## config.mk

```make
export PLATFORM = sky130hd
export DESIGN_NAME = oss_top
export DESIGN_NICKNAME = d
export VERILOG_FILES = /design/src/oss_pkg.sv /design/src/oss_top.sv
export SDC_FILE = /design/constraint.sdc
export NUM_CORES = 1
export LEC_CHECK = 0
export BUFFER_PORTS_ARGS = -buffer_cell sky130_fd_sc_hd__buf_2
export CAP_MARGIN = 20
export CELL_PAD_IN_SITES_DETAIL_PLACEMENT = 0
export CELL_PAD_IN_SITES_GLOBAL_PLACEMENT = 1
export CORE_ASPECT_RATIO = 0.7
export CORE_MARGIN = 1.5
export CORE_UTILIZATION = 43
export DETAILED_ROUTE_END_ITERATION = 6
export GPL_TIMING_DRIVEN = 0
export PLACE_DENSITY_LB_ADDON = 0.08
export SLEW_MARGIN = 20
export SYNTH_ARGS = -nofsm -noshare
export SYNTH_HDL_FRONTEND = slang
export SYNTH_SLANG_ARGS = --single-unit
```

## constraint.sdc

```tcl
create_clock -name clock -period 2.6 [get_ports clock]
set_clock_uncertainty 0.15 [all_clocks]
set_input_delay 0.52 -clock clock [delete_from_list [all_inputs] [get_ports clock]]
set_output_delay 0.52 -clock clock [all_outputs]
set_load 0.03 [all_outputs]
```

## src/oss_pkg.sv

```systemverilog
// Package with constants and types for the octal switch serial control block.
package oss_pkg;
	localparam int NUM_OUT = 8;
	localparam logic [7:0] SHIFT_RESET = 8'h00;
	localparam logic [7:0] CMD_RESET = 8'hFF;
	localparam logic [1:0] SYNC_RESET = 2'h0;
	localparam logic [1:0] SYNC_IDLE_HIGH = 2'h3;

	typedef struct packed {
		logic sclk;
		logic sel_n;
		logic sdi;
	} oss_link_in_t;

	typedef struct packed {
		logic sdo;
		logic sdo_oe_n;
	} oss_link_out_t;

	typedef enum logic [1:0] {
		OSS_IDLE,
		OSS_ACTIVE
	} oss_state_t;
endpackage

```

## src/oss_top.sv

```systemverilog
// Serial control port, command latch and per-output fault latches.
`timescale 1ns/1ps
module oss_top (
	// Clock and reset.
	input  wire logic                      clock,
	input  wire logic                      rst,
	// Serial link pins.
	input  wire oss_pkg::oss_link_in_t     link_in,
	output      oss_pkg::oss_link_out_t    link_out,
	// Output stage interface.
	input  wire logic [7:0]                drain_level,
	input  wire logic [7:0]                short_detect,
	input  wire logic                      short_latch_disable,
	output      logic [7:0]                out_on
);
	import oss_pkg::*;

	// Two-flop synchronisers; only the second stage is read.
	logic [1:0] sclk_s_reg, sclk_s_next;
	logic [1:0] sel_s_reg, sel_s_next;
	logic [1:0] sdi_s_reg, sdi_s_next;
	logic [1:0] sfd_s_reg, sfd_s_next;
	// Output stage levels come from another domain, so they are synchronised too.
	logic [7:0] drain_m_reg, drain_m_next;
	logic [7:0] drain_s_reg, drain_s_next;
	logic [7:0] short_m_reg, short_m_next;
	logic [7:0] short_s_reg, short_s_next;
	logic       sclk_d_reg, sclk_d_next;
	logic       sel_d_reg, sel_d_next;
	logic [7:0] shift_reg, shift_next;
	logic [7:0] cmd_reg, cmd_next;
	logic [7:0] fault_reg, fault_next;
	logic       sdo_reg, sdo_next;
	logic [7:0] out_on_reg, out_on_next;
	oss_state_t state_reg, state_next;

	logic sclk_rise, sclk_fall, sel_rise, sel_fall;

	assign sclk_rise = sclk_s_reg[1] & ~sclk_d_reg;
	assign sclk_fall = ~sclk_s_reg[1] & sclk_d_reg;
	assign sel_rise  = sel_s_reg[1] & ~sel_d_reg;
	assign sel_fall  = ~sel_s_reg[1] & sel_d_reg;

	always_comb begin
		sclk_s_next = {sclk_s_reg[0], link_in.sclk};
		sel_s_next  = {sel_s_reg[0], link_in.sel_n};
		sdi_s_next  = {sdi_s_reg[0], link_in.sdi};
		sfd_s_next  = {sfd_s_reg[0], short_latch_disable};
		drain_m_next = drain_level;
		drain_s_next = drain_m_reg;
		short_m_next = short_detect;
		short_s_next = short_m_reg;
		sclk_d_next = sclk_s_reg[1];
		sel_d_next  = sel_s_reg[1];
		shift_next  = shift_reg;
		cmd_next    = cmd_reg;
		sdo_next    = sdo_reg;
		state_next  = state_reg;
		case (state_reg)
			OSS_IDLE: begin
				if (sel_fall) begin
					// Snapshot drain levels, so a fault-dropped output shows its real drain.
					shift_next = drain_s_reg;
					sdo_next   = drain_s_reg[NUM_OUT-1];
					state_next = OSS_ACTIVE;
				end
			end
			OSS_ACTIVE: begin
				if (sel_rise) begin
					cmd_next   = shift_reg;
					state_next = OSS_IDLE;
				end else if (sclk_rise) begin
					sdo_next = shift_reg[NUM_OUT-1];
				end else if (sclk_fall) begin
					shift_next = {shift_reg[NUM_OUT-2:0], sdi_s_reg[1]};
				end
			end
			default: state_next = OSS_IDLE;
		endcase
	end

	// Each output owns a fault latch, cleared when a new command is latched.
	// A short in the same cycle as the latch wins over the clear.
	always_comb begin
		fault_next = fault_reg;
		for (int i = 0; i < NUM_OUT; i++) begin
			if (short_s_reg[i] && !sfd_s_reg[1] && !cmd_reg[i]) begin
				fault_next[i] = 1'b1;
			end else if (sel_rise) begin
				fault_next[i] = 1'b0;
			end
		end
		out_on_next = ~cmd_next & ~fault_next;
	end

	always_ff @(posedge clock or posedge rst) begin
		if (rst) begin
			sclk_s_reg <= SYNC_RESET;
			sel_s_reg  <= SYNC_IDLE_HIGH;
			sdi_s_reg  <= SYNC_RESET;
			sfd_s_reg  <= SYNC_RESET;
			drain_m_reg <= CMD_RESET;
			drain_s_reg <= CMD_RESET;
			short_m_reg <= SHIFT_RESET;
			short_s_reg <= SHIFT_RESET;
			sclk_d_reg <= 1'b0;
			sel_d_reg  <= 1'b1;
			shift_reg  <= SHIFT_RESET;
			cmd_reg    <= CMD_RESET;
			fault_reg  <= SHIFT_RESET;
			out_on_reg <= ~CMD_RESET;
			state_reg  <= OSS_IDLE;
		end else begin
			sclk_s_reg <= sclk_s_next;
			sel_s_reg  <= sel_s_next;
			sdi_s_reg  <= sdi_s_next;
			sfd_s_reg  <= sfd_s_next;
			drain_m_reg <= drain_m_next;
			drain_s_reg <= drain_s_next;
			short_m_reg <= short_m_next;
			short_s_reg <= short_s_next;
			sclk_d_reg <= sclk_d_next;
			sel_d_reg  <= sel_d_next;
			shift_reg  <= shift_next;
			cmd_reg    <= cmd_next;
			fault_reg  <= fault_next;
			out_on_reg <= out_on_next;
			state_reg  <= state_next;
		end
	end

	// The serial data flop is left out of reset, since reset must not disturb it.
	always_ff @(posedge clock) begin
		sdo_reg <= sdo_next;
	end

	assign out_on   = out_on_reg;
	assign link_out = '{sdo: sdo_reg, sdo_oe_n: sel_s_reg[1]};
endmodule

```

==> parameters.txt, run 1 <==
Parameter                              Value

Run status
  Outcome ... complete, no violations

Timing
  Upper clock frequency limit ... 513 MHz
  Relative max-transition margin ... 71.7%
  Final count of hold timing violations ... 0
  Tmin final ... 1.95 ns
  Setup TNS Final ... 0 ns
  Worst-margin pin slew ... 0.424 ns
  Number of setup violations in the final report ... 0
  Post-route fraction of the period consumed by the critical path ... 75.0%
  Unrepaired setup endpoints after global routing ... false
  Number of pins with negative max-slew slack in the final report ... 0

Clocking
  Number of gates given a new drive strength after cts ... 0
  Inserted Clock Buffers ... 9
  Maximum buffer depth of the clock tree ... 2
  Buffers inserted during post-CTS setup optimization ... 0
  Worst-skew pair later-pin latency ... 0.34 ns
  Hold Buf Count CTS ... 0
  Cell at the root of the clock tree ... sky130_fd_sc_hd__clkbuf_8
  Clock Pin Slew Worst Setup and Hold Paths ... 0.08 ns
  TritonCTS clock tree ... done
  Total clock sinks ... 76
  H-tree depth reported by CTS ... 3

Setup path
  Capturing element type of the critical path ... primary output
  Startpoint type of the worst setup path ... register
  Critical Path RT ... 1.93 ns
  Startpoint-to-endpoint class of the critical path ... register to primary output
  WP data arrival ... 1.28 ns
  Critical-path maximum fanout ... 6
  Count of cells along the worst register-to-register path ... 4

Routing
  Starting DRT DRC Count ... 41
  Antenna-violating nets left ... 0
  Total Routed Length ... 3520 microns
  First-pass iteration count of the detailed router ... 6
  Vias/cell ... 4.57
  DR WL/cell ... 13.3 microns
  Number of remaining DRC errors ... 0
  Via count ... 1,211

Cells and area
  Area of all sequential standard cells ... 1940 sq um
  Number of antenna cells inserted ... 0
  Area overhead of the layout relative to synthesis ... 18.4%
  Total area of multi-input combinational cells ... 537 sq um
  Final core utilization ... 52.3%
  Fraction of layout instances using a drive strength above 1 ... 53.2%
  Total of fill cells in the finished design ... 503
  NumNets Final ... 207

Floorplanning
  Overall die area ... 6330 sq um
  # rows ... 23
  Core Region ... 5700 sq um
  Width of the die ... 94.5 microns
  Initial Utilization ... 44.2%
  Die Ht ... 67.0 microns
  I/O Pins ... 32

Synth
  Yosys warns ... 0
  Average footprint of a synthesized cell ... 17.7 sq um
  Yosys reg bits ... 76
  Post-Synthesis Cells ... 142
  Sequential cell area fraction in the yosys report ... 77.0%
  Post-synth net total ... 164
  Post-synthesis instance area ... 2520 sq um
  Number of different library cells in the post-synthesis netlist ... 24

Min path
  HP Class ... input pin to async pin

Power and ir drop
  Maximum vdd drop ... 0.629 mV
  Leakage Power ... 1.35 nW
  Power per cell area ... 989 nW/um^2
  Overall power after layout ... 2.95 mW

Global route
  Total congestion overflow ... 0
  First-pass GRT wire length ... 6160 microns
  Number of antenna violations at the first check in global routing ... 0
  Via count of the first global-routing pass ... 1,250
  Pin count of the biggest net entering global routing ... 47
  Total GRT Usage ... 13.9%

Placed design
  Count of buffers inserted at the top-level ports ... 31
  Gp weighted congestion ... 0.690
  Total half-perimeter wirelength after legalization and detailed placement ... 2300 microns

Run
  Max-cap violation count ... 0
metrics by stage:
stage	hold slack [ns]	setup slack, ns	cells	cell area, sq um
2_1_floorplan	0.181	0.0647	142	2520
3_3_place_gp	0.182	-0.645	248	2770
3_5_place_dp	0.187	0.892	249	2790
4_1_cts	0.000657	0.626	265	2980
5_1_grt	0.0122	0.575	265	2980
6_report	0.00492	0.650	265	2980
power by group:
group | switching, mW | internal (mW) | total [mW]
clock | 0.405 | 0.443 | 0.848
sequential | 0.0984 | 1.46 | 1.56
combinational | 0.294 | 0.245 | 0.540
total | 0.798 | 2.15 | 2.95
critical path: stages (launching register included):
cell,delay (ns)
sky130_fd_sc_hd__dfstp_2,0.63
sky130_fd_sc_hd__buf_4,0.13
sky130_fd_sc_hd__buf_2,0.18
cell usage in the layout, fill, tap and decap left out, types with 2 or more instances in the layout:
cell                       instances
sky130_fd_sc_hd__or2b_1            4
sky130_fd_sc_hd__mux2_4            8
sky130_fd_sc_hd__o221a_1           8
sky130_fd_sc_hd__nand2_1           2
sky130_fd_sc_hd__buf_4             4
sky130_fd_sc_hd__clkinv_2          2
sky130_fd_sc_hd__nand2b_1          5
sky130_fd_sc_hd__dfstp_2          27
sky130_fd_sc_hd__a22o_1            7
sky130_fd_sc_hd__nor2_2            8
sky130_fd_sc_hd__clkinv_4          2
sky130_fd_sc_hd__clkbuf_8          9
sky130_fd_sc_hd__buf_2            31
sky130_fd_sc_hd__nor2_1            7
sky130_fd_sc_hd__dfrtp_1          48
synthesized netlist by cell type:
library cell / instances / area [sq um]
sky130_fd_sc_hd__a21boi_0: 1 / 7.51
sky130_fd_sc_hd__a21o_1: 1 / 7.51
sky130_fd_sc_hd__a22o_1: 7 / 61.3
sky130_fd_sc_hd__a41o_4: 1 / 21.3
sky130_fd_sc_hd__buf_1: 1 / 3.75
sky130_fd_sc_hd__buf_4: 4 / 30.0
sky130_fd_sc_hd__dfrtp_1: 48 / 1200
sky130_fd_sc_hd__dfstp_2: 27 / 709
sky130_fd_sc_hd__edfxtp_1: 1 / 30.0
sky130_fd_sc_hd__inv_1: 2 / 7.51
sky130_fd_sc_hd__mux2_2: 1 / 11.3
sky130_fd_sc_hd__mux2_4: 8 / 120
sky130_fd_sc_hd__nand2_1: 2 / 7.51
sky130_fd_sc_hd__nand2b_1: 5 / 31.3
sky130_fd_sc_hd__nand2b_2: 1 / 8.76
sky130_fd_sc_hd__nand3b_4: 1 / 20.0
sky130_fd_sc_hd__nand4_2: 1 / 12.5
sky130_fd_sc_hd__nor2_1: 7 / 26.3
sky130_fd_sc_hd__nor2_2: 8 / 50.1
sky130_fd_sc_hd__nor3b_1: 1 / 7.51
sky130_fd_sc_hd__nor3b_4: 1 / 18.8
sky130_fd_sc_hd__o21ai_0: 1 / 5.00
sky130_fd_sc_hd__o221a_1: 8 / 90.1
sky130_fd_sc_hd__or2b_1: 4 / 30.0
path summary, 6_finish.rpt:
kind | from | end | slack [ns]
setup / recovery | sel_s_reg[1] | link_out[0] | 0.65
hold / removal | rst | sfd_s_reg[0] | 0.005
setup reg to reg | sel_d_reg | shift_reg[7] | 0.88
hold reg to reg | sdi_s_reg[0] | sdi_s_reg[1] | 0.19
max in group asynchronous | rst | cmd_reg[4] | 1.69
min in group clock | drain_level[1] | drain_m_reg[1] | 0.12
area by class of cell:
class	count	area share, %
plain buffers	5	1.13
repair buffers	32	5.87
flip-flops and latches	76	65.1
multi-input cells	59	18.0
inverters	2	0.336
well taps	75	3.15
clock inverters	6	2.18
clock buffers	10	4.28
cells by family (layout without fill, tap and decap cells):
family | after synthesis | after routing | share of synthesized area [%]
AND/OR/NAND/NOR | 31 | 31 | 8.45
multiplexers | 9 | 9 | 5.22
buffers and inverters | 7 | 55 | 1.64
flip-flops | 76 | 76 | 77.0
AO/OA/AOI/OAI | 19 | 19 | 7.65
layer usage:
metal / track usage (%) / vias to the layer above / share of wire, %
li1: - / 573 / -
met1: 18.5 / 605 / 50
met2: 18.9 / 29 / 45
met3: 7.53 / 4 / 5.0
met4: 5.60 / 0 / 0.82
met5: 0 / - / 0
No activity file was read; power rests on OpenSTA's default activity.
==> run 2, diff against run 1 <==
Clock period 2.6 ns to 1.7 ns, I/O delays scaled along.
==> parameters.txt, run 2 (same netlist as run 1, synthesis figures left out) <==
Parameter                              Value

Placed design
  Gp weighted congestion ... 0.697
  Count of placed standard cells including taps ... 250
  Count of buffers inserted at the top-level ports ... 31
  Cell area reported after detailed placement ... 2810 sq um
  Total half-perimeter wirelength after legalization and detailed placement ... 2380 microns

Min path
  HP Class ... register to register
  Cell count of the worst hold path ... 0
  Hold Startpoint ... short_m_reg[0]
  Destination of the worst hold path ... short_s_reg[0]

Power and ir drop
  Sequential fraction of design power ... 51.4%
  Internal ... 3.41 mW
  Combinational cell fraction of total power ... 18.8%
  Leakage Power ... 1.45 nW
  Power per cell area ... 1430 nW/um^2
  Sw Share ... 26.6%
  Switching power summed over all nets ... 1.24 mW
  Maximum vdd drop ... 0.764 mV
  Overall power after layout ... 4.65 mW
  Power share of the clock group ... 29.8%

Clocking
  Total clock sinks ... 76
  TritonCTS clock tree ... done
  Inserted Clock Buffers ... 9
  Cell at the root of the clock tree ... sky130_fd_sc_hd__clkbuf_8
  H-tree depth reported by CTS ... 3
  Clock Pin Slew Worst Setup and Hold Paths ... 0.07 ns
  Worst-skew pair later-pin latency ... 0.34 ns
  Maximum buffer depth of the clock tree ... 2

Cells and area
  Total of fill cells in the finished design ... 461
  NumNets Final ... 230
  Number of antenna cells inserted ... 0
  Final core utilization ... 57.1%
  Leading cell types in the layout, fill and taps excluded ... 48 x sky130_fd_sc_hd__dfrtp_1, 31 x sky130_fd_sc_hd__buf_2, 27 x sky130_fd_sc_hd__dfstp_2, 21 x sky130_fd_sc_hd__dlygate4sd3_1, 11 x sky130_fd_sc_hd__clkbuf_8
  Commonest non-fill, non-tap cell in the layout ... sky130_fd_sc_hd__dfrtp_1
  Layout Cells excl Fill ... 288
  Area overhead of the layout relative to synthesis ... 29.1%
  Fraction of layout instances using a drive strength above 1 ... 48.8%
  Cell area after layout ... 3250 sq um

Timing
  Upper clock frequency limit ... 612 MHz
  Number of setup violations in the final report ... 0
  Unrepaired setup endpoints after global routing ... false
  Worst-margin pin slew ... 0.444 ns
  Number of pins with negative max-slew slack in the final report ... 0
  Post-route fraction of the period consumed by the critical path ... 96.1%
  Tmin final ... 1.63 ns
  Relative max-transition margin ... 70.4%
  Final count of hold timing violations ... 0

Routing
  First-pass iteration count of the detailed router ... 3
  Antenna-violating nets left ... 0
  DR WL/cell ... 12.6 microns
  Starting DRT DRC Count ... 55
  Number of remaining DRC errors ... 0
  Total Routed Length ... 3620 microns
  Via count ... 1,279
  Vias/cell ... 4.44

Global route
  Total congestion overflow ... 0
  Total GRT Usage ... 14.5%
  Pin count of the biggest net entering global routing ... 39
  First-pass GRT wire length ... 6420 microns
  Number of antenna violations at the first check in global routing ... 0
  Via count of the first global-routing pass ... 1,323

Setup path
  Count of cells along the worst register-to-register path ... 4
  Startpoint-to-endpoint class of the critical path ... register to primary output
  Critical Path RT ... 1.21 ns
  Capturing element type of the critical path ... primary output
  Reg2reg setup slack ... 0.10 ns
  Startpoint type of the worst setup path ... register
  Critical-path maximum fanout ... 2
  Startpoint of the lowest-slack register-to-register path ... sel_d_reg
  RR Endpoint ... sdo_reg
  WP data arrival ... 1.14 ns

Floorplanning
  Width of the die ... 94.5 microns
  Die Ht ... 67.0 microns
  I/O Pins ... 32
  Core Region ... 5700 sq um
  Initial Utilization ... 44.2%
  # rows ... 23
  Overall die area ... 6330 sq um

Run
  Max-cap violation count ... 0

Run status
  Outcome ... complete, no violations
run 2: timing repair:
item	4_1_cts	5_1_grt
resized for setup	1	1
hold buffers	21	0
pin swaps	0	0
setup endpoints to repair	9	2
endpoints found under the hold margin	69	0
buffers inserted	1	0
gates cloned	0	0
run 2: power groups by stage:
stage | Clock [mW] | Combinational (mW) | Sequential [mW]
floorplan | 0 | 0.472 | 2.56
global placement | 0 | 0.812 | 2.42
detailed placement | 0 | 0.843 | 2.43
CTS | 1.43 | 0.890 | 2.40
global route | 1.52 | 0.958 | 2.43
finish | 1.39 | 0.875 | 2.39
run 2: worst max path at each step:
stage / start / end / slack, ns
floorplan: sel_d_reg / shift_reg[0] / 0.19
global placement: rst / short_s_reg[1] / -0.05
detailed placement: sel_d_reg / shift_reg[4] / -0.02
CTS: sel_s_reg[1] / link_out[0] / 0.04
global route: sel_s_reg[1] / link_out[0] / 0.008
finish: sel_s_reg[1] / link_out[0] / 0.07
run 2: final cells by class:
type	instances	area [sq um]	share of cell area, %
flip-flops and latches	76	1940	59.7
multi-input cells	59	546	16.8
repair buffers	55	413	12.7
clock buffers	11	151	4.66
well taps	75	93.8	2.89
clock inverters	5	58.8	1.81
plain buffers	5	37.5	1.15
inverters	2	11.3	0.346
run 2: routing by layer:
layer | share of wire, % | track usage [%] | up-vias
li1 | - | - | 620
met1 | 46 | 18.3 | 620
met2 | 46 | 21.0 | 29
met3 | 5.2 | 6.85 | 10
met4 | 2.3 | 7.28 | 0
met5 | 0 | 0 | -
run 2: worst max-delay path, cell delays in order, from the launching register on:
cell and delay, ns:
sky130_fd_sc_hd__dfstp_2 0.53, sky130_fd_sc_hd__buf_4 0.09, sky130_fd_sc_hd__buf_2 0.18
run 2: metrics by stage:
step	setup slack [ns]	hold WS [ns]	setup TNS, ns
floorplan	0.185	0.181	0
global placement	-0.0482	0.181	-2.18
detailed placement	-0.0203	0.0979	-0.124
CTS	0.0404	0.201	0
global route	0.00797	0.210	0
finish	0.0666	0.197	0
==> run 3, diff against run 2 <==
Settings changed: PLACE_DENSITY set to 0.73, PLACE_DENSITY_LB_ADDON 0.08 to unset.
==> parameters.txt, run 3 (same netlist as run 1, synthesis figures left out) <==
Parameter                              Value

Run status
  Outcome ... complete, no violations

Timing
  Tmin final ... 1.62 ns
  Number of pins with negative max-slew slack in the final report ... 0
  Relative max-transition margin ... 73.3%
  Final count of hold timing violations ... 0
  Post-route fraction of the period consumed by the critical path ... 95.5%
  Minimum hold slack ... 0.200 ns
  Unrepaired setup endpoints after global routing ... false
  Worst-margin pin slew ... 0.401 ns
  Fin worst setup slack ... 0.0772 ns
  Setup TNS Final ... 0 ns
  Upper clock frequency limit ... 616 MHz
  Number of setup violations in the final report ... 0

Power and ir drop
  Overall power after layout ... 4.66 mW
  Power per cell area ... 1430 nW/um^2
  Maximum vdd drop ... 0.626 mV
  Leakage Power ... 1.46 nW

Global route
  Total GRT Usage ... 14.5%
  Pin count of the biggest net entering global routing ... 39
  Total congestion overflow ... 0
  Via count of the first global-routing pass ... 1,372
  Number of antenna violations at the first check in global routing ... 0
  First-pass GRT wire length ... 6590 microns

Setup path
  Startpoint-to-endpoint class of the critical path ... register to primary output
  CP bufs+invs ... 2
  Critical Path RT ... 1.21 ns
  CP max stage delay ... 0.53 ns
  Family of cells with the greatest summed delay on the critical path ... flip-flops
  Capturing element type of the critical path ... primary output
  Slowest stage cell, crit path ... sky130_fd_sc_hd__dfstp_2
  Critical-path cell list ... buf_4 -> buf_2
  Critical-path maximum fanout ... 2
  WP data arrival ... 1.13 ns
  Startpoint type of the worst setup path ... register

Floorplanning
  # rows ... 23
  Initial Utilization ... 44.2%
  I/O Pins ... 32
  Overall die area ... 6330 sq um
  Die Ht ... 67.0 microns
  Width of the die ... 94.5 microns
  Core Region ... 5700 sq um

Cells and area
  Fraction of layout instances using a drive strength above 1 ... 48.4%
  Total of fill cells in the finished design ... 470
  Area of all sequential standard cells ... 1940 sq um
  NumNets Final ... 230
  Total area of multi-input combinational cells ... 546 sq um
  Number of antenna cells inserted ... 0
  Cell area after layout ... 3260 sq um
  Layout Cells excl Fill ... 288
  Area overhead of the layout relative to synthesis ... 29.3%
  Leading cell types in the layout, fill and taps excluded ... 48 x sky130_fd_sc_hd__dfrtp_1, 31 x sky130_fd_sc_hd__buf_2, 27 x sky130_fd_sc_hd__dfstp_2, 21 x sky130_fd_sc_hd__dlygate4sd3_1, 11 x sky130_fd_sc_hd__clkbuf_8
  Final core utilization ... 57.1%
  Commonest non-fill, non-tap cell in the layout ... sky130_fd_sc_hd__dfrtp_1

Routing
  Vias/cell ... 4.47
  Antenna-violating nets left ... 0
  Starting DRT DRC Count ... 20
  Total Routed Length ... 3690 microns
  Number of remaining DRC errors ... 0
  First-pass iteration count of the detailed router ... 4
  DR WL/cell ... 12.8 microns
  Via count ... 1,286

Placed design
  Count of buffers inserted at the top-level ports ... 31
  Setup Slack @ Placement ... -0.00339 ns
  Count of placed standard cells including taps ... 250
  Total half-perimeter wirelength after legalization and detailed placement ... 2340 microns
  Cell area reported after detailed placement ... 2810 sq um
  Gp weighted congestion ... 0.674

Clocking
  Total clock sinks ... 76
  TritonCTS clock tree ... done
  Maximum buffer depth of the clock tree ... 2
  Worst-skew pair later-pin latency ... 0.34 ns
  Clock Pin Slew Worst Setup and Hold Paths ... 0.07 ns
  Cell at the root of the clock tree ... sky130_fd_sc_hd__clkbuf_8
  H-tree depth reported by CTS ... 3
  Inserted Clock Buffers ... 9

Min path
  HP Class ... register to register

Run
  Max-cap violation count ... 0
[run 3: final timing paths]
kind                               from            end  slack [ns]  cells after the start
max in group asynchronous           rst     cmd_reg[3]        0.66                      4
setup / recovery           sel_s_reg[1]    link_out[0]        0.08                      2
setup reg to reg              sel_d_reg   shift_reg[1]        0.09                      4
hold / removal             sfd_s_reg[0]   sfd_s_reg[1]        0.20                      0
hold reg to reg            sfd_s_reg[0]   sfd_s_reg[1]        0.20                      0
min in group asynchronous           rst  sclk_s_reg[0]        0.28                      3
[run 3: cell type report]
class / count / share of cell area, %
repair buffers: 55 / 12.7
well taps: 75 / 2.88
clock inverters: 2 / 0.384
flip-flops and latches: 76 / 59.6
clock buffers: 14 / 6.30
inverters: 2 / 0.346
multi-input cells: 59 / 16.8
plain buffers: 5 / 1.04
[run 3: timing repair]
item	in CTS	in global routing
endpoints found under the hold margin	68	0
hold buffers	21	0
pin swaps	0	0
setup buffers	1	0
setup endpoints to repair	9	1
gates resized for setup	1	1
[run 3: where the power goes]
part | switching, mW | internal [mW]
Combinational | 0.462 | 0.414
Clock | 0.607 | 0.786
Sequential | 0.156 | 2.24
[run 3: routing by layer]
metal | vias up | global-route usage, % | share of wire (%)
li1 | 617 | - | -
met1 | 630 | 18.3 | 48
met2 | 33 | 21.4 | 45
met3 | 6 | 7.19 | 5.8
met4 | 0 | 5.60 | 1.2
met5 | - | 0 | 0
